`src/plsv_pkg.sv`:
```
// constants, types and state layouts for the link supervision block
package plsv_pkg;
  localparam int CLK_PERIOD_NS = 20;
  localparam int LL_100M_NS = 1000000;
  localparam int LL_1G_NS = 500000;
  localparam int LL_FAST_NS = 10000;
  localparam int LL_100M_CYC = LL_100M_NS / CLK_PERIOD_NS;
  localparam int LL_1G_CYC = LL_1G_NS / CLK_PERIOD_NS;
  localparam logic [15:0] LL_FAST_CYC = 16'(LL_FAST_NS / CLK_PERIOD_NS);

  localparam logic [7:0] CONFIG_ONE_OFS = 8'h09;
  localparam logic [7:0] INT_CTRL_OFS = 8'h12;
  localparam logic [7:0] INT_STAT_OFS = 8'h13;
  localparam logic [7:0] CONFIG_THREE_OFS = 8'h1E;
  localparam logic [7:0] CONFIG_FOUR_OFS = 8'h31;

  localparam int TM_LSB = 13;
  localparam logic [2:0] TM_LAST = 3'h4;
  localparam int FLE_MODE_LSB = 0;
  localparam int FDETECT_BIT = 0;
  localparam int FDOWN_EN_BIT = 4;
  localparam int FDOWN_CRIT_LSB = 5;
  localparam int CRIT_SYNC = 0;
  localparam int CRIT_RXERR = 1;
  localparam int CRIT_MLT3 = 2;
  localparam int CRIT_MSE = 3;
  localparam int CRIT_ENERGY = 4;
  localparam int MIRROR_BIT = 0;
  localparam int DS_EN_BIT = 1;
  localparam int DS_ENH_BIT = 2;
  localparam int DS_LIM_LSB = 3;
  localparam int SOFT_RST_BIT = 15;

  localparam int IS_LINK = 0;
  localparam int IS_SPEED = 1;
  localparam int IS_ENERGY = 2;
  localparam int IS_LOSS = 3;
  localparam int IS_DSHIFT = 4;

  localparam logic [15:0] CONFIG_ONE_RST = 16'h0000;
  localparam logic [15:0] INT_CTRL_RST = 16'h0000;
  localparam logic [15:0] CONFIG_THREE_RST = 16'h0000;
  localparam logic [15:0] CONFIG_FOUR_RST = 16'h0020;
  localparam logic [7:0] MAP_STRAIGHT = 8'h1B;
  localparam logic [7:0] MAP_MIRROR = 8'hE4;
  localparam logic [10:0] LFSR_SEED = 11'h7FF;

  typedef enum logic [2:0] {
    SPD_1G = 3'b001,
    SPD_100 = 3'b010,
    SPD_10 = 3'b100
  } plsv_spd_t;

  typedef struct packed {
    logic [11:0] acc;
    logic [7:0] lcnt;
    logic present;
    logic change;
  } plsv_ed_st_t;

  typedef struct packed {
    logic strap_done;
    logic [1:0] s_spd;
    logic [1:0] s_mir;
    logic [1:0] s_fdet;
    logic [1:0] s_fdown;
    logic [15:0] config_one;
    logic [15:0] interrupt_control;
    logic [15:0] config_three;
    logic [15:0] config_four;
    logic [4:0] interrupt_status;
    logic [15:0] rdata;
    logic rvalid;
    plsv_spd_t spd;
    logic link_up;
    logic link_loss;
    logic [15:0] bad_cnt;
    logic [2:0] fail_cnt;
    logic [7:0] pair_map;
    logic [7:0] cable_len;
    logic clk_out;
    logic [10:0] lfsr;
    logic [1:0] sym;
    logic int_b;
  } plsv_core_st_t;

  localparam plsv_core_st_t CORE_RST = '{spd: SPD_1G, int_b: 1'b1, lfsr: LFSR_SEED,
    config_four: CONFIG_FOUR_RST, pair_map: MAP_STRAIGHT, default: '0};
endpackage : plsv_pkg

```
`src/plsv_ed_if.sv`:
```
// carrier between the supervision core and its energy detector
`timescale 1ns/1ps
interface plsv_ed_if;
  logic [7:0] sample;
  logic [7:0] hi_thr;
  logic [7:0] lo_thr;
  logic [7:0] listen;
  logic present;
  logic change;
  modport det (input sample, input hi_thr, input lo_thr, input listen,
    output present, output change);
  modport ctl (output sample, output hi_thr, output lo_thr, output listen,
    input present, input change);
endinterface : plsv_ed_if

```
`src/plsv_link_sup.sv`:
```
// link supervision core: loss monitor, downshift, mirror, test modes, straps
`timescale 1ns/1ps
module plsv_link_sup #(
  parameter int LL_WIN_100M_CYC = plsv_pkg::LL_100M_CYC,
  parameter int LL_WIN_1G_CYC = plsv_pkg::LL_1G_CYC
) (
  input wire logic clk_i,
  input wire logic rst_b_i,
  input wire logic reg_wr_i,
  input wire logic reg_rd_i,
  input wire logic [7:0] reg_addr_i,
  input wire logic [15:0] reg_wdata_i,
  output logic [15:0] reg_rdata_o,
  output logic reg_rvalid_o,
  input wire logic [1:0] strap_spd_lvl_i,
  input wire logic [1:0] strap_mirror_lvl_i,
  input wire logic [1:0] strap_fdetect_lvl_i,
  input wire logic [1:0] strap_fdown_lvl_i,
  input wire logic [7:0] rx_sample_i,
  input wire logic [7:0] ed_hi_thr_i,
  input wire logic [7:0] ed_lo_thr_i,
  input wire logic [7:0] ed_listen_i,
  input wire logic descr_sync_i,
  input wire logic rx_err_i,
  input wire logic mlt3_err_i,
  input wire logic mse_bad_i,
  input wire logic attempt_done_i,
  input wire logic attempt_ok_i,
  input wire logic energy_cd_i,
  input wire logic [7:0] eq_coef_i,
  output logic link_up_o,
  output logic link_loss_o,
  output logic [2:0] speed_o,
  output logic [3:0] fle_mode_o,
  output logic [7:0] pair_map_o,
  output logic [7:0] cable_len_o,
  output logic [2:0] test_mode_o,
  output logic clk_out_o,
  output logic [1:0] tx_sym_o,
  output logic int_b_o
);
  plsv_pkg::plsv_core_st_t st_ff;
  plsv_pkg::plsv_core_st_t nxt_st;
  plsv_ed_if edi ();
  logic soft_rst;
  logic load;
  logic rd_stat;
  logic [4:0] crit;
  logic [4:0] ev;
  logic bad;
  logic [15:0] win;
  logic [2:0] ds_lim;
  logic [2:0] fail_n;
  logic tm_act;
  logic [8:0] len_sum;

  assign edi.sample = rx_sample_i;
  assign edi.hi_thr = ed_hi_thr_i;
  assign edi.lo_thr = ed_lo_thr_i;
  assign edi.listen = ed_listen_i;

  plsv_energy_det u_ed (
    .clk_i(clk_i),
    .rst_b_i(rst_b_i),
    .ed(edi.det)
  );

  assign crit = st_ff.config_three[plsv_pkg::FDOWN_CRIT_LSB +: 5];
  assign ds_lim = st_ff.config_four[plsv_pkg::DS_LIM_LSB +: 3];
  assign fail_n = st_ff.fail_cnt + 3'h1;
  assign tm_act = (st_ff.config_one[plsv_pkg::TM_LSB +: 3] != 3'h0)
    && (st_ff.config_one[plsv_pkg::TM_LSB +: 3] <= plsv_pkg::TM_LAST);
  assign len_sum = {1'b0, st_ff.cable_len} + {1'b0, eq_coef_i};
  assign soft_rst = reg_wr_i && reg_addr_i == plsv_pkg::CONFIG_FOUR_OFS
    && reg_wdata_i[plsv_pkg::SOFT_RST_BIT];
  assign load = !st_ff.strap_done || soft_rst;
  assign rd_stat = reg_rd_i && reg_addr_i == plsv_pkg::INT_STAT_OFS;

  always_comb begin
    if (st_ff.config_three[plsv_pkg::FDOWN_EN_BIT]) begin
      win = plsv_pkg::LL_FAST_CYC;
      bad = (crit[plsv_pkg::CRIT_SYNC] && !descr_sync_i)
        || (crit[plsv_pkg::CRIT_RXERR] && rx_err_i)
        || (crit[plsv_pkg::CRIT_MLT3] && mlt3_err_i)
        || (crit[plsv_pkg::CRIT_MSE] && mse_bad_i)
        || (crit[plsv_pkg::CRIT_ENERGY] && !edi.present);
    end else begin
      win = (st_ff.spd == plsv_pkg::SPD_1G) ? 16'(LL_WIN_1G_CYC) : 16'(LL_WIN_100M_CYC);
      bad = !descr_sync_i;
    end
  end

  always_comb begin
    nxt_st = st_ff;
    ev = 5'h00;
    nxt_st.link_loss = 1'b0;
    nxt_st.rvalid = reg_rd_i;
    // capture straps once, at the first edge after hard reset release
    if (!st_ff.strap_done) begin
      nxt_st.strap_done = 1'b1;
      nxt_st.s_spd = strap_spd_lvl_i;
      nxt_st.s_mir = strap_mirror_lvl_i;
      nxt_st.s_fdet = strap_fdetect_lvl_i;
      nxt_st.s_fdown = strap_fdown_lvl_i;
    end
    if (reg_wr_i && reg_addr_i == plsv_pkg::CONFIG_ONE_OFS) begin
      nxt_st.config_one = reg_wdata_i;
    end else if (reg_wr_i && reg_addr_i == plsv_pkg::INT_CTRL_OFS) begin
      nxt_st.interrupt_control = reg_wdata_i;
    end else if (reg_wr_i && reg_addr_i == plsv_pkg::CONFIG_THREE_OFS) begin
      nxt_st.config_three = reg_wdata_i;
    end else if (reg_wr_i && reg_addr_i == plsv_pkg::CONFIG_FOUR_OFS) begin
      nxt_st.config_four = reg_wdata_i & ~(16'h0001 << plsv_pkg::SOFT_RST_BIT);
    end
    if (load) begin
      // strap-derived defaults come from the stored samples, never the pins
      nxt_st.config_one = plsv_pkg::CONFIG_ONE_RST;
      nxt_st.interrupt_control = plsv_pkg::INT_CTRL_RST;
      nxt_st.config_three = plsv_pkg::CONFIG_THREE_RST;
      nxt_st.config_three[plsv_pkg::FDETECT_BIT] = (nxt_st.s_fdet == 2'h1);
      nxt_st.config_three[plsv_pkg::FDOWN_EN_BIT] = nxt_st.s_fdown[0];
      nxt_st.config_three[plsv_pkg::FDOWN_CRIT_LSB + plsv_pkg::CRIT_ENERGY] = nxt_st.s_fdown[0];
      nxt_st.config_four = plsv_pkg::CONFIG_FOUR_RST;
      nxt_st.config_four[plsv_pkg::DS_EN_BIT] = nxt_st.s_spd[1];
      nxt_st.config_four[plsv_pkg::MIRROR_BIT] = nxt_st.s_mir[0];
    end

    if (st_ff.rdata != 16'h0000 && !reg_rd_i) begin
      nxt_st.rdata = 16'h0000;
    end
    if (reg_rd_i && reg_addr_i == plsv_pkg::CONFIG_ONE_OFS) begin
      nxt_st.rdata = st_ff.config_one;
    end else if (reg_rd_i && reg_addr_i == plsv_pkg::INT_CTRL_OFS) begin
      nxt_st.rdata = st_ff.interrupt_control;
    end else if (rd_stat) begin
      nxt_st.rdata = {11'h000, st_ff.interrupt_status};
    end else if (reg_rd_i && reg_addr_i == plsv_pkg::CONFIG_THREE_OFS) begin
      nxt_st.rdata = st_ff.config_three;
    end else if (reg_rd_i && reg_addr_i == plsv_pkg::CONFIG_FOUR_OFS) begin
      nxt_st.rdata = st_ff.config_four;
    end else if (reg_rd_i) begin
      nxt_st.rdata = 16'h0000;
    end

    // link-loss monitor over a window of consecutive bad cycles
    if (st_ff.link_up && bad) begin
      if (st_ff.bad_cnt >= win - 16'h0001) begin
        nxt_st.link_up = 1'b0;
        nxt_st.link_loss = 1'b1;
        nxt_st.bad_cnt = 16'h0000;
        ev[plsv_pkg::IS_LINK] = 1'b1;
        ev[plsv_pkg::IS_LOSS] = 1'b1;
      end else begin
        nxt_st.bad_cnt = st_ff.bad_cnt + 16'h0001;
      end
    end else begin
      nxt_st.bad_cnt = 16'h0000;
    end

    // link attempts and speed downshift
    if (!st_ff.config_four[plsv_pkg::DS_EN_BIT]) begin
      nxt_st.fail_cnt = 3'h0;
      nxt_st.spd = plsv_pkg::SPD_1G;
    end
    if (attempt_done_i && !st_ff.link_up) begin
      if (attempt_ok_i) begin
        nxt_st.link_up = 1'b1;
        nxt_st.fail_cnt = 3'h0;
        ev[plsv_pkg::IS_LINK] = 1'b1;
      end else if (st_ff.config_four[plsv_pkg::DS_EN_BIT]) begin
        nxt_st.fail_cnt = fail_n;
        case (st_ff.spd)
          plsv_pkg::SPD_1G: begin
            if (fail_n >= ds_lim || (st_ff.config_four[plsv_pkg::DS_ENH_BIT] && !energy_cd_i)) begin
              nxt_st.spd = plsv_pkg::SPD_100;
              nxt_st.fail_cnt = 3'h0;
              ev[plsv_pkg::IS_SPEED] = 1'b1;
              ev[plsv_pkg::IS_DSHIFT] = 1'b1;
            end
          end
          plsv_pkg::SPD_100: begin
            if (fail_n >= ds_lim) begin
              nxt_st.spd = plsv_pkg::SPD_10;
              nxt_st.fail_cnt = 3'h0;
              ev[plsv_pkg::IS_SPEED] = 1'b1;
              ev[plsv_pkg::IS_DSHIFT] = 1'b1;
            end
          end
          default: begin
            nxt_st.fail_cnt = 3'h0;
          end
        endcase
      end
    end
    ev[plsv_pkg::IS_ENERGY] = edi.change;

    // receive-side passive length estimate, smoothed, only with link up
    if (st_ff.link_up) begin
      nxt_st.cable_len = len_sum[8:1];
    end

    // mirror swaps A/D, B/C; at 10/100 only the A and B entries matter
    nxt_st.pair_map = st_ff.config_four[plsv_pkg::MIRROR_BIT] ? plsv_pkg::MAP_MIRROR
      : plsv_pkg::MAP_STRAIGHT;

    // transmit test modes: half-rate clock with pattern stepped on its rise
    if (tm_act) begin
      nxt_st.clk_out = !st_ff.clk_out;
      if (!st_ff.clk_out) begin
        nxt_st.lfsr = {st_ff.lfsr[9:0], st_ff.lfsr[10] ^ st_ff.lfsr[8]};
        case (st_ff.config_one[plsv_pkg::TM_LSB +: 3])
          3'h1: nxt_st.sym = st_ff.sym ^ 2'h2;
          3'h4: nxt_st.sym = st_ff.lfsr[1:0];
          default: nxt_st.sym = {1'b0, !st_ff.sym[0]};
        endcase
      end
    end else begin
      nxt_st.clk_out = 1'b0;
      nxt_st.sym = 2'h0;
    end

    // sticky status: read clears, a new event in the same cycle survives
    if (soft_rst) begin
      nxt_st.interrupt_status = 5'h00;
    end else if (rd_stat) begin
      nxt_st.interrupt_status = ev;
    end else begin
      nxt_st.interrupt_status = st_ff.interrupt_status | ev;
    end
    nxt_st.int_b = !(|(nxt_st.interrupt_status & nxt_st.interrupt_control[4:0]));
  end

  always_ff @(posedge clk_i or negedge rst_b_i) begin
    if (!rst_b_i) begin
      st_ff <= plsv_pkg::CORE_RST;
    end else begin
      st_ff <= nxt_st;
    end
  end

  assign reg_rdata_o = st_ff.rdata;
  assign reg_rvalid_o = st_ff.rvalid;
  assign link_up_o = st_ff.link_up;
  assign link_loss_o = st_ff.link_loss;
  assign speed_o = st_ff.spd;
  assign fle_mode_o = st_ff.config_three[plsv_pkg::FLE_MODE_LSB +: 4];
  assign pair_map_o = st_ff.pair_map;
  assign cable_len_o = st_ff.cable_len;
  assign test_mode_o = tm_act ? st_ff.config_one[plsv_pkg::TM_LSB +: 3] : 3'h0;
  assign clk_out_o = st_ff.clk_out;
  assign tx_sym_o = st_ff.sym;
  assign int_b_o = st_ff.int_b;
endmodule : plsv_link_sup

```
`src/plsv_energy_det.sv`:
```
// filtered energy detector with hysteresis and listening period
`timescale 1ns/1ps
module plsv_energy_det (
  input wire logic clk_i,
  input wire logic rst_b_i,
  plsv_ed_if.det ed
);
  plsv_pkg::plsv_ed_st_t st_ff;
  plsv_pkg::plsv_ed_st_t nxt_st;
  logic [7:0] level;

  assign level = st_ff.acc[11:4];

  always_comb begin
    nxt_st = st_ff;
    nxt_st.change = 1'b0;
    // first-order iir, settles at sixteen times the sample
    nxt_st.acc = st_ff.acc + {4'h0, ed.sample} - {4'h0, st_ff.acc[11:4]};
    if (st_ff.lcnt >= ed.listen) begin
      nxt_st.lcnt = 8'h00;
      if (!st_ff.present && level >= ed.hi_thr) begin
        nxt_st.present = 1'b1;
        nxt_st.change = 1'b1;
      end else if (st_ff.present && level < ed.lo_thr) begin
        nxt_st.present = 1'b0;
        nxt_st.change = 1'b1;
      end
    end else begin
      nxt_st.lcnt = st_ff.lcnt + 8'h01;
    end
  end

  always_ff @(posedge clk_i or negedge rst_b_i) begin
    if (!rst_b_i) begin
      st_ff <= '0;
    end else begin
      st_ff <= nxt_st;
    end
  end

  assign ed.present = st_ff.present;
  assign ed.change = st_ff.change;
endmodule : plsv_energy_det

```
`config.mk`:
```
export PLATFORM = sky130hd
export DESIGN_NAME = plsv_link_sup
export DESIGN_NICKNAME = d
export VERILOG_FILES = /design/src/plsv_pkg.sv /design/src/plsv_ed_if.sv /design/src/plsv_link_sup.sv /design/src/plsv_energy_det.sv
export SDC_FILE = /design/constraint.sdc
export NUM_CORES = 1
export LEC_CHECK = 0
export BUFFER_PORTS_ARGS = -buffer_cell sky130_fd_sc_hd__buf_2
export CORE_AREA = 2 2 165 167
export DETAILED_ROUTE_END_ITERATION = 6
export DIE_AREA = 0 0 167 169
export PLACE_DENSITY = 0.61
export SLEW_MARGIN = 5
export SYNTH_ARGS = -nofsm -noshare
export SYNTH_HDL_FRONTEND = slang
export SYNTH_HIERARCHICAL = 1
export SYNTH_SLANG_ARGS = --single-unit
export TNS_END_PERCENT = 50
```
`constraint.sdc`:
```
create_clock -name clk_i -period 3.24 [get_ports clk_i]
set_input_delay 0.648 -clock clk_i [delete_from_list [all_inputs] [get_ports clk_i]]
set_output_delay 0.648 -clock clk_i [all_outputs]
set_load 0.03 [all_outputs]
```
=== Word level (Yosys, flattened, before mapping) ===
Cells that the tools add are included.

* Input bits: 83
* Output and inout port bits: 49
* Flip-flop bits (word level): 172
* Word-level logic and storage cells: 177

* Mux-type cells: 60
* Reductions and logical operators: 52
* Bitwise logic cells: 5
* $add $sub $neg: 7
* Magnitude comparators: 6
* Equal/unequal tests: 15

{| class="wikitable"
|+ Operators with widths
! operator !! count
|-
| 2-to-1 mux 16 bit || 16
|-
| 2-to-1 mux 64 bit || 1
|-
| 2-to-1 mux 48 bit || 1
|-
| 2-to-1 mux 3 bit || 12
|-
| 2-to-1 mux 32 bit || 1
|-
| equality test 8 x 5 -> 1 bit, second input constant || 3
|-
| 2-to-1 mux 8 bit || 3
|-
| logical AND 1 bit || 22
|-
| adder 16 x 1 -> 16 bit, second input constant || 1
|-
| greater-or-equal comparator 16 bit || 1
|-
| greater-or-equal comparator 8 bit || 2
|-
| nonzero test 16 bit || 1
|-
| subtractor 16 x 1 -> 16 bit, second input constant || 1
|-
| 2-to-1 mux 2 bit || 7
|-
| adder 12 x 8 -> 12 bit || 1
|-
| 2-to-1 mux 1 bit || 12
|-
| case mux 3 bit (2 select lines) || 2
|-
| subtractor 12 x 8 -> 12 bit || 1
|-
| 2-to-1 mux 5 bit || 2
|-
| != test 2 bit, second input constant || 5
|-
| nonzero test 2 bit || 5
|-
| adder 8 x 8 -> 9 bit || 1
|-
| logical NOT 1 bit || 9
|-
| adder 8 x 1 -> 8 bit, second input constant || 1
|-
| other kinds (24) || 34
|}

=== Depth between registers and ports, before layout ===
Gate-level depths: netlist (run 1).

* Depth after elaboration: 17
* Mapped depth: 11
* Gate-level depth less buffers: 11

=== Modules after synthesis ===
The synthesis (run 1) kept the hierarchy.

{| class="wikitable"
|+ Modules (own cells, without submodules)
! module !! seq. area each (um2) !! cells an instance !! times used !! area each (um2)
|-
| plsv_link_sup || 3,522.1 || 721 || 1 || 7,073.0
|-
| plsv_energy_det || 550.5 || 238 || 1 || 2,078.2
|}

=== Worst setup path before layout (run 1) ===
Ideal clock, no wire load.

* Path type: register to register
* Start point: reg st_ff, in the netlist speed_o[0]
* End point: reg st_ff, in the netlist int_b_o
* Slack: 685 ps
* Library setup time: 81 ps
* Arrival: 2,473 ps
* Required time: 3,159 ps
* Stages on the path, launching flop included: 11
* Path buffers: 0
* Clock period less this slack: 2,555 ps
* Cell sequence: dfstp_2 > nand2_1 > o21ai_0 > inv_1 > ha_1 > a2111oi_0 > o21ai_1 > a211oi_2 > o211a_1 > o22ai_1 > a211oi_2

{| class="wikitable"
|+ RTL lines
! item !! line !! RTL
|-
| start: declaration || plsv_link_sup.sv:42 || <nowiki>plsv_pkg::plsv_core_st_t st_ff;</nowiki>
|-
| start signal: assignment || plsv_link_sup.sv:235 || <nowiki>st_ff <= plsv_pkg::CORE_RST;</nowiki>
|-
| start signal: assignment || plsv_link_sup.sv:237 || <nowiki>st_ff <= nxt_st;</nowiki>
|}

==> results of run 1 <==
## per-layer routing
layer / GRT usage, % / routed length (microns) / vias to the layer above
met5: 0 / 26 / -
met4: 4.20 / 260 / 6
met3: 4.23 / 1310 / 21
met2: 24.7 / 9690 / 180
met1: 22.5 / 10600 / 3353
li1: - / - / 3428
## sequential cells by signal, indices dropped and copies added, names as in the netlist
signal           flops
u_ed/ed.change       1
ds_lim               3
st_ff               92
link_loss_o          1
u_ed/ed.present      1
pair_map_o           2
cable_len_o          8
speed_o              3
reg_rdata_o         16
link_up_o            1
tx_sym_o             2
int_b_o              1
u_ed/level           8
reg_rvalid_o         1
clk_out_o            1
fle_mode_o           4
u_ed/st_ff          12
crit                 5
## power by group
group | internal, W | switching (W)
registers | 0.00232 | 0.000271
logic | 0.00125 | 0.00166
clock network | 0.00118 | 0.000900
total | 0.00476 | 0.00283
## through the flow
stage / utilization (%) / hold slack [ns] / setup slack, ns
after floorplan: - / 0.352 / 0.685
after global placement: 37.5 / 0.454 / 0.354
after detailed placement: 37.5 / 0.458 / 0.272
after CTS: 39.7 / 0.247 / 0.275
after global routing: 39.7 / 0.273 / 0.00482
final: 39.7 / 0.223 / 0.284
## layout make-up
| type | count | area (sq um) | area share (%) |
|---|---|---|---|
| Clock inverter | 14 | 168 | 1.59 |
| Clock buffer | 18 | 439 | 4.17 |
| Sequential cell | 162 | 4070 | 38.7 |
| Inverter | 81 | 304 | 2.89 |
| Tap cell | 341 | 427 | 4.05 |
| Multi-Input combinational cell | 644 | 4310 | 41.0 |
| Timing Repair Buffer | 146 | 807 | 7.66 |
## cell families (layout without fill, tap and decap cells)
group           Yosys count  after routing
buf+inv                 153            259
simple gates            326            326
fa+ha+maj                70             70
compound gates          180            180
mux                      31             31
flops                   162            162
other cells               2              2
xor+xnor                 35             35
## final timing paths
path,start,endpoint,slack [ns],cells after the start
min in group clk_i,reg_rd_i,reg_rvalid_o,0.38,1
max reg2reg,speed_o[0],int_b_o,0.28,10
min reg2reg,st_ff[117],reg_rdata_o[8],0.47,2
max in group asynchronous,rst_b_i,st_ff[7],2.23,2
min,rst_b_i,st_ff[45],0.22,1
max,speed_o[0],int_b_o,0.28,10
## Yosys cell counts (6+ instances only)
cell	n
o21a_1	6
fa_1	9
nand3_1	18
buf_2	13
clkbuf_1	12
nor3_1	11
o21ai_1	26
xnor2_1	13
a21o_1	9
o2111ai_1	6
and3_1	11
o21ai_0	20
and2_1	7
a222oi_1	11
dfrtp_1	147
ha_1	61
xor2_1	22
nand2_1	166
buf_4	44
dfstp_2	15
mux2_2	19
inv_1	80
nand2b_1	10
nor2b_1	7
mux2i_1	11
nor2_1	61
a21oi_1	59
nand4_1	8
==> impl_metrics.csv, run 1 <==
group,metric,value,unit
setup_path,worstSetupStartpointType,"register",
die,dieArea,28200,sq um
setup_path,cp.arrival,3.30,ns
detailed_routing,dr.first_iter.drc_count,427,
cells_and_area,nNetsFinal,1205,
setup_path,critical_path.max_stage_delay,0.57,ns
timing,final-max-slew-violation-count,0,
cells_and_area,stdcell_count,1406,
placed_design,gp_congestion,0.790,
synthesis,synthSimpleGateAreaFrac,17.0,%
synthesis,synth.area.top_cells,"dfrtp_1 (40%), ha_1 (8.3%), nand2_1 (6.8%)",
timing,worst_slew_pin_slew,0.848,ns
cells_and_area,diodes,0,
placed_design,io_buffers,128,
cells_and_area,areaGrowthSynthToFinish,15.1,%
setup_path,cp_num_buf_inv,1,
cells_and_area,drive_above_1_share,21.4,%
placed_design,dpl.cell_count,1374,
clock_tree,cts.sinks,162,
setup_path,critical_path.top_delay_family,"compound AO/OA/AOI/OAI gates",
die,die_w,167,microns
synthesis,yosysWarnings,6,
die,core.rowCount,60,
clock_tree,clockBufferDepth,2,
synthesis,synth_nets,1112,
die,coreArea,26500,sq um
timing,rsz0062_at_grt,"no",
setup_path,cp_max_fo,6,
detailed_routing,ant_nets,0,
setup_path,path_common_cell,"a211oi_2",
die,io_pins,132,
clock_tree,post_cts_buffers,0,
synthesis,avgSynthCellArea,9.54,sq um
clock_tree,cts_tree,"done",
clock_tree,clkTransAtPathRegs,0.07,ns
placed_design,place_hpwl,16200,microns
outcome,status,"finished clean",
synthesis,synth-seq-cells,162,
setup_path,cp_data_required_time,3.59,ns
cells_and_area,layout_commonest_cell,"nand2_1",
timing,final-setup-viol-count,0,
detailed_routing,remaining_drc_errors,0,
grt,grt_max_degree,68,
synthesis,synthMuxAreaShare,3.71,%
power,peakVddDrop,0.538,mV
synthesis,syn_inst,959,
detailed_routing,routed_wl,21900,microns
timing,fin_setup_tns,0,ns
worst_hold_path,hp-class,"input pin to async pin",
clock_tree,clk_latency,0.43,ns
synthesis,synthXorXnorAreaFrac,3.35,%
grt,grt_overflow,0,
timing,period_minus_slack,2.96,ns
grt,grt_pass1_vias,6884,
detailed_routing,wl_per_cell,15.6,microns
clock_tree,cts-buffers-inserted,17,
synthesis,synth_flop_cell,"dfrtp_1",
setup_path,path_cells,"nand2_1 -> o21ai_0 -> inv_1 -> ha_1 -> a2111oi_0 -> o21ai_1 -> a211oi_2 -> o211a_1 -> o22ai_1 -> a211oi_2",
synthesis,synth_edf_count,0,
clock_tree,ctsHoldBuffers,0,
synthesis,synth.distinct_cells,72,
power,powerDensity,720,nW/um^2
cells_and_area,nFillCells,2620,
timing,slew-limit-headroom,43.5,%
placed_design,place_area,9920,sq um
run,maxCapViolations,0,
clock_tree,htree_num_levels,4,
detailed_routing,vias,6988,
synthesis,yosysTopAreaCell,"dfrtp_1",
grt,grt.total_usage,16.1,%
timing,clock.fmax,0.338,GHz
clock_tree,cts_root_buffer,"clkbuf_16",
synthesis,ys_async_sr_fraction,100,%
power,power,0.00759,W
power,p_leak,5.21,nW
grt,grt_pass1_wl,36200,microns
detailed_routing,first_pass_iters,6,
setup_path,slowest_stage,"dfstp_2",
detailed_routing,viasPerCell,4.97,
setup_path,path_class,"register to register",
synthesis,syn_area,9150,sq um
setup_path,endpoint_kind,"register",
synthesis,synth_top_family_by_area,"simple AND/OR/NAND/NOR gates",
timing,finalHoldViolations,0,
synthesis,synth_fa_ha_area_share,10.3,%
die,start_util,34.5,%
synthesis,synth_compound_gate_area_share,12.7,%
synthesis,yosysSeqAreaShare,44.5,%
clock_tree,cts_resized,0,
cells_and_area,finalInstanceArea,10500,sq um
die,die_y,169,microns
cells_and_area,layout_common_cells,"nand2_1 (166), dfrtp_1 (147), buf_2 (127)",
timing,period_share,91.2,%
synthesis,netlist.area_leader.share,40.2,%
grt,antenna_found_initial,4,
timing,skew,0.00668,ns
No activity file was read; power rests on OpenSTA's default activity.
==> run 2, diff against run 1 <==
--- a/config.mk
+++ b/config.mk
@@ -9,7 +9,7 @@
 export CORE_AREA = 2 2 165 167
 export DETAILED_ROUTE_END_ITERATION = 6
 export DIE_AREA = 0 0 167 169
-export PLACE_DENSITY = 0.61
+export PLACE_DENSITY = 0.62
 export SLEW_MARGIN = 5
 export SYNTH_ARGS = -nofsm -noshare
 export SYNTH_HDL_FRONTEND = slang
==> run 2 against run 1 <==
  * Clock skew grew 0.0052 ns
  * Clock power down 4%
  * Non-clock buffer count is 2 lower
  * Cell area shrank 0.32%
  * Routed wire length down 1.9%
  * Clock-buffer cell count is 1 higher
  * Worst hold slack gained 0.0086 ns
  * Sequential share of layout area increased by 0.12 points
  * Combinational power barely moved
  * Die area is the same
==> impl_metrics.csv, run 2 (synthesized netlist as in run 1, its figures left out) <==
group,metric,value,unit
timing,rsz0062_at_grt,"no",
placed_design,place_area,9920,sq um
placed_design,io_buffers,128,
detailed_routing,dr.first_iter.drc_count,407,
timing,finalHoldViolations,0,
cells_and_area,nNetsFinal,1203,
timing,worst_slew_pin_slew,1.10,ns
cells_and_area,areaGrowthSynthToFinish,14.7,%
clock_tree,cts.sinks,162,
cells_and_area,layout_common_cells,"nand2_1 (166), dfrtp_1 (147), buf_2 (127)",
grt,grt_max_degree,71,
detailed_routing,remaining_drc_errors,0,
setup_path,cp_data_required_time,3.59,ns
cells_and_area,finalInstanceArea,10500,sq um
run,maxCapViolations,0,
timing,period_share,88.3,%
power,powerDensity,716,nW/um^2
die,start_util,34.5,%
clock_tree,clkTransAtPathRegs,0.07,ns
clock_tree,htree_num_levels,4,
die,core.rowCount,60,
clock_tree,post_cts_buffers,0,
detailed_routing,ant_nets,0,
grt,grt_pass1_vias,6741,
setup_path,rr_startpoint,"speed_o[0]",
detailed_routing,first_pass_iters,6,
cells_and_area,post-route-util,39.6,%
die,coreArea,26500,sq um
detailed_routing,wl_per_cell,15.3,microns
placed_design,place_hpwl,15900,microns
cells_and_area,top_register,"st_ff",
timing,fin_setup_tns,0,ns
grt,antenna_found_initial,3,
timing,final-setup-viol-count,0,
cells_and_area,seq_area,4070,sq um
clock_tree,clk_latency,0.43,ns
detailed_routing,viasPerCell,4.92,
die,io_pins,132,
cells_and_area,drive_above_1_share,21.1,%
setup_path,path_class,"register to register",
setup_path,endpoint_kind,"register",
detailed_routing,vias,6911,
grt,grt_overflow,0,
cells_and_area,layout_commonest_cell,"nand2_1",
power,p_leak,5.19,nW
clock_tree,cts_resized,0,
timing,final-max-slew-violation-count,0,
cells_and_area,multi_input_area,4310,sq um
setup_path,cp.arrival,3.21,ns
timing,skew,0.0118,ns
timing,period_minus_slack,2.86,ns
clock_tree,cts_root_buffer,"clkbuf_16",
die,die_y,169,microns
power,peakVddDrop,0.507,mV
die,dieArea,28200,sq um
timing,clock.fmax,0.350,GHz
setup_path,worstSetupStartpointType,"register",
outcome,status,"finished clean",
setup_path,r2r_slack,0.38,ns
setup_path,cp_max_fo,6,
clock_tree,clockBufferDepth,2,
detailed_routing,routed_wl,21500,microns
worst_hold_path,hp-class,"input pin to async pin",
setup_path,r2r-end,"int_b_o",
timing,slew-limit-headroom,26.2,%
clock_tree,cts-buffers-inserted,17,
cells_and_area,largest_register_ffs,92,
cells_and_area,nFillCells,2625,
placed_design,gp_congestion,0.809,
grt,grt_pass1_wl,35100,microns
grt,grt.total_usage,15.5,%
die,die_w,167,microns
setup_path,ff2ff_path_depth,10,
clock_tree,cts_tree,"done",
clock_tree,ctsHoldBuffers,0,
run 2: critical path, stage by stage, from the launching register on:
cell,delay [ns]
dfstp_2,0.57
nand2_1,0.11
o21ai_1,0.25
inv_1,0.11
ha_1,0.31
a2111oi_0,0.35
o21ai_1,0.15
a211oi_2,0.38
o211a_1,0.25
o22ai_1,0.09
a211oi_2,0.23
run 2: through the flow:
stage / instances / power (W) / hold WS (ns) / setup slack (ns)
global placement: 1372 / 0.00544 / 0.453 / 0.317
detailed placement: 1372 / 0.00555 / 0.451 / 0.245
finish: 1405 / 0.00752 / 0.231 / 0.379
floorplan: 959 / 0.00490 / 0.352 / 0.685
CTS: 1404 / 0.00758 / 0.261 / 0.227
global route: 1404 / 0.00809 / 0.289 / 0.106
run 2: area by class of cell:
class,instances,area share (%)
tap,341,4.06
clock buffer,19,4.12
sequential,162,38.8
antenna,1,0.0238
inverter,81,2.90
clock inverter,13,1.33
multi-input combinational,644,41.1
timing repair buffer,144,7.66
run 2: where the power goes:
part           internal, W  total (W)  switching [W]
Combinational      0.00126    0.00293        0.00167
Clock              0.00109    0.00199       0.000901
Sequential         0.00232    0.00260       0.000273
Total              0.00467    0.00752        0.00285
run 2: how the worst max path moves through the flow:
stage | from | endpoint | cells past startpoint
finish | speed_o[0] | int_b_o | 10
global route | speed_o[0] | int_b_o | 10
CTS | speed_o[0] | int_b_o | 10
detailed placement | speed_o[0] | int_b_o | 10
global placement | speed_o[0] | int_b_o | 10
floorplan | speed_o[0] | int_b_o | 10
run 2: routing by layer:
| layer | up-vias | GRT usage [%] | share of wire (%) |
|---|---|---|---|
| li1 | 3424 | - | - |
| met1 | 3282 | 21.6 | 48 |
| met2 | 175 | 24.2 | 44 |
| met3 | 26 | 3.67 | 6.1 |
| met4 | 4 | 4.69 | 1.3 |
| met5 | - | 0 | 0.093 |
==> run 3, diff against run 2 <==
--- a/config.mk
+++ b/config.mk
@@ -6,13 +6,13 @@
 export NUM_CORES = 1
 export LEC_CHECK = 0
 export BUFFER_PORTS_ARGS = -buffer_cell sky130_fd_sc_hd__buf_2
-export CORE_AREA = 2 2 165 167
+export CORE_AREA = 2 2 164 166
+export CTS_BUF_LIST = sky130_fd_sc_hd__clkbuf_4 sky130_fd_sc_hd__clkbuf_8 sky130_fd_sc_hd__clkbuf_16
 export DETAILED_ROUTE_END_ITERATION = 6
-export DIE_AREA = 0 0 167 169
+export DIE_AREA = 0 0 166 168
 export PLACE_DENSITY = 0.62
 export SLEW_MARGIN = 5
 export SYNTH_ARGS = -nofsm -noshare
 export SYNTH_HDL_FRONTEND = slang
-export SYNTH_HIERARCHICAL = 1
 export SYNTH_SLANG_ARGS = --single-unit
 export TNS_END_PERCENT = 50
==> run 3 against run 2 <==
  * Sequential share of layout area up 0.53 points
  * Clock power barely moved
  * Synthesized area shrank 2.0%
  * Sequential cell count is the same
  * Cell count fell by 0.78%
  * Worst setup slack got worse by 0.019 ns
  * Non-clock buffer count increased by 2
==> impl_metrics.csv, run 3 <==
group,metric,value,unit
clock_tree,ctsHoldBuffers,0,
synthesis,yosysMostFrequentCell,"nand2_1",
grt,grt_max_degree,76,
grt,grt_overflow,0,
synthesis,synth.distinct_cells,71,
setup_path,cp_num_buf_inv,1,
run,maxCapViolations,0,
cells_and_area,finalInstanceArea,10400,sq um
die,io_pins,132,
timing,skew,0.0115,ns
power,p_leak,5.12,nW
clock_tree,clockBufferDepth,2,
timing,clock.fmax,0.347,GHz
setup_path,path_cells,"nand2b_1 -> o21ai_1 -> inv_1 -> ha_1 -> or4_1 -> nand3_1 -> a31oi_1 -> o311a_1 -> o311ai_1 -> o31a_1",
power,peakVddDrop,0.376,mV
setup_path,endpoint_kind,"register",
synthesis,synth_nets,1098,
placed_design,dpl.cell_count,1361,
grt,antenna_found_initial,3,
cells_and_area,nFillCells,2565,
cells_and_area,nNetsFinal,1192,
synthesis,ys_async_sr_fraction,100,%
worst_hold_path,hp-class,"input pin to async pin",
cells_and_area,drive_above_1_share,21.2,%
placed_design,io_buffers,128,
clock_tree,cts.sinks,162,
synthesis,netlist.area_leader.share,41.0,%
timing,final-setup-viol-count,0,
cells_and_area,areaGrowthSynthToFinish,15.4,%
clock_tree,post_cts_buffers,0,
timing,period_share,88.9,%
setup_path,cp_data_required_time,3.61,ns
placed_design,place_area,9770,sq um
detailed_routing,dr.first_iter.drc_count,414,
setup_path,path_class,"register to register",
grt,grt.total_usage,15.4,%
timing,rsz0062_at_grt,"no",
timing,fin_setup_tns,0,ns
setup_path,cp_max_fo,5,
synthesis,yosysSeqAreaShare,45.4,%
setup_path,cp.arrival,3.25,ns
clock_tree,cts_root_buffer,"clkbuf_16",
synthesis,synth_common_cells,"nand2_1 (148), dfrtp_1 (147), inv_1 (87)",
synthesis,syn_inst,945,
timing,worst_slew_pin_slew,0.943,ns
setup_path,critical_path.top_delay_family,"compound AO/OA/AOI/OAI gates",
synthesis,yosysWarnings,0,
placed_design,place_hpwl,15100,microns
cells_and_area,stdcell_count,1394,
detailed_routing,ant_nets,0,
die,die_w,166,microns
detailed_routing,wl_per_cell,15.2,microns
synthesis,synth_flop_cell,"dfrtp_1",
detailed_routing,first_pass_iters,5,
clock_tree,clkTransAtPathRegs,0.07,ns
grt,grt_pass1_wl,34600,microns
clock_tree,cts_resized,0,
power,powerDensity,698,nW/um^2
die,coreArea,26400,sq um
die,core.rowCount,60,
synthesis,avgSynthCellArea,9.49,sq um
detailed_routing,remaining_drc_errors,0,
synthesis,synth.area.top_cells,"dfrtp_1 (41%), ha_1 (8.5%), nand2_1 (6.2%)",
synthesis,syn_area,8970,sq um
clock_tree,cts-buffers-inserted,17,
detailed_routing,vias,6832,
timing,slew-limit-headroom,36.9,%
cells_and_area,top_register,"st_ff",
grt,grt_pass1_vias,6779,
setup_path,critical_path.max_stage_delay,0.54,ns
cells_and_area,largest_register_ffs,92,
timing,finalHoldViolations,0,
synthesis,synth-seq-cells,162,
die,die_y,168,microns
die,start_util,34.1,%
outcome,status,"finished clean",
detailed_routing,viasPerCell,4.90,
setup_path,slowest_stage,"dfstp_2",
placed_design,gp_congestion,0.839,
timing,worst_hold_slack,0.175,ns
timing,period_minus_slack,2.88,ns
clock_tree,cts_tree,"done",
die,dieArea,27900,sq um
synthesis,yosysTopAreaCell,"dfrtp_1",
timing,final-max-slew-violation-count,0,
cells_and_area,layout_common_cells,"nand2_1 (148), dfrtp_1 (147), buf_2 (127)",
setup_path,worstSetupStartpointType,"register",
synthesis,synth_edf_count,0,
setup_path,r2r_slack,0.36,ns
cells_and_area,layout_commonest_cell,"nand2_1",
clock_tree,htree_num_levels,4,
clock_tree,clk_latency,0.43,ns
detailed_routing,routed_wl,21200,microns
==> run 3: cell types whose count changed after synthesis, sizes merged, moves of 6 or more <==
cell    before  now
o21ai       46   61
nor2        63   57
clkbuf      12   18
buf         60   53
inv         80   87
mux2i       11    5
nand2      166  149
==> run 3: worst register-to-register path, cell delays in order, from the launching register on <==
cell and delay, ns:
dfstp_2 0.54, nand2b_1 0.12, o21ai_1 0.20, inv_1 0.09, ha_1 0.28, or4_1 0.52
nand3_1 0.12, a31oi_1 0.26, o311a_1 0.23, o311ai_1 0.28, o31a_1 0.19
==> run 3: area by class of cell <==
type	count	area [sq um]	area share, %
multi-input cells	625	4150	40.1
diodes	1	2.50	0.0242
inverters	87	327	3.15
flip-flops and latches	162	4070	39.3
well taps	341	427	4.12
repair buffers	146	795	7.67
clock inverters	13	109	1.05
clock buffers	19	475	4.59
==> run 3: metrics by stage <==
step           power [W]  setup slack, ns  utilization, %
2_1_floorplan    0.00471            0.429               -
3_3_place_gp     0.00521            0.152            37.1
3_5_place_dp     0.00528            0.144            37.1
4_1_cts          0.00733            0.272            39.3
5_1_grt          0.00784            0.111            39.3
6_report         0.00723            0.360            39.3
==> run 3: final timing paths <==
check / endpoint / cells after the start / start
min: reg_rdata_o[15] / 1 / rst_b_i
min in group clk_i: reg_rvalid_o / 1 / reg_rd_i
max: int_b_o / 10 / speed_o[0]
max in group asynchronous: st_ff[12] / 2 / rst_b_i
max reg2reg: int_b_o / 10 / speed_o[0]
min reg2reg: pair_map_o[6] / 0 / st_ff[77]
==> run 3: power by group <==
group          leakage [nW]  switching [W]  internal (W)
Clock                 0.295       0.000904       0.00110
Sequential             2.08       0.000269       0.00233
Combinational          2.74        0.00145       0.00118
==> run 3: routing by layer <==
metal | track usage, % | vias up | part of all wire (%) | routed length, microns
met5 | 0 | - | 0.13 | 28
met4 | 4.12 | 4 | 0.93 | 197
met3 | 3.90 | 19 | 6.0 | 1270
met2 | 25.3 | 183 | 47 | 9940
met1 | 20.4 | 3253 | 46 | 9760
li1 | - | 3373 | - | -
==> run 3: cells by family after synthesis <==
logic type      synth area share, %
buf+inv                        8.48
mux                            2.98
compound gates                 13.7
fa+ha+maj                      10.5
flops                          45.4
simple gates                   15.4
other cells                  0.0837
xor+xnor                       3.42
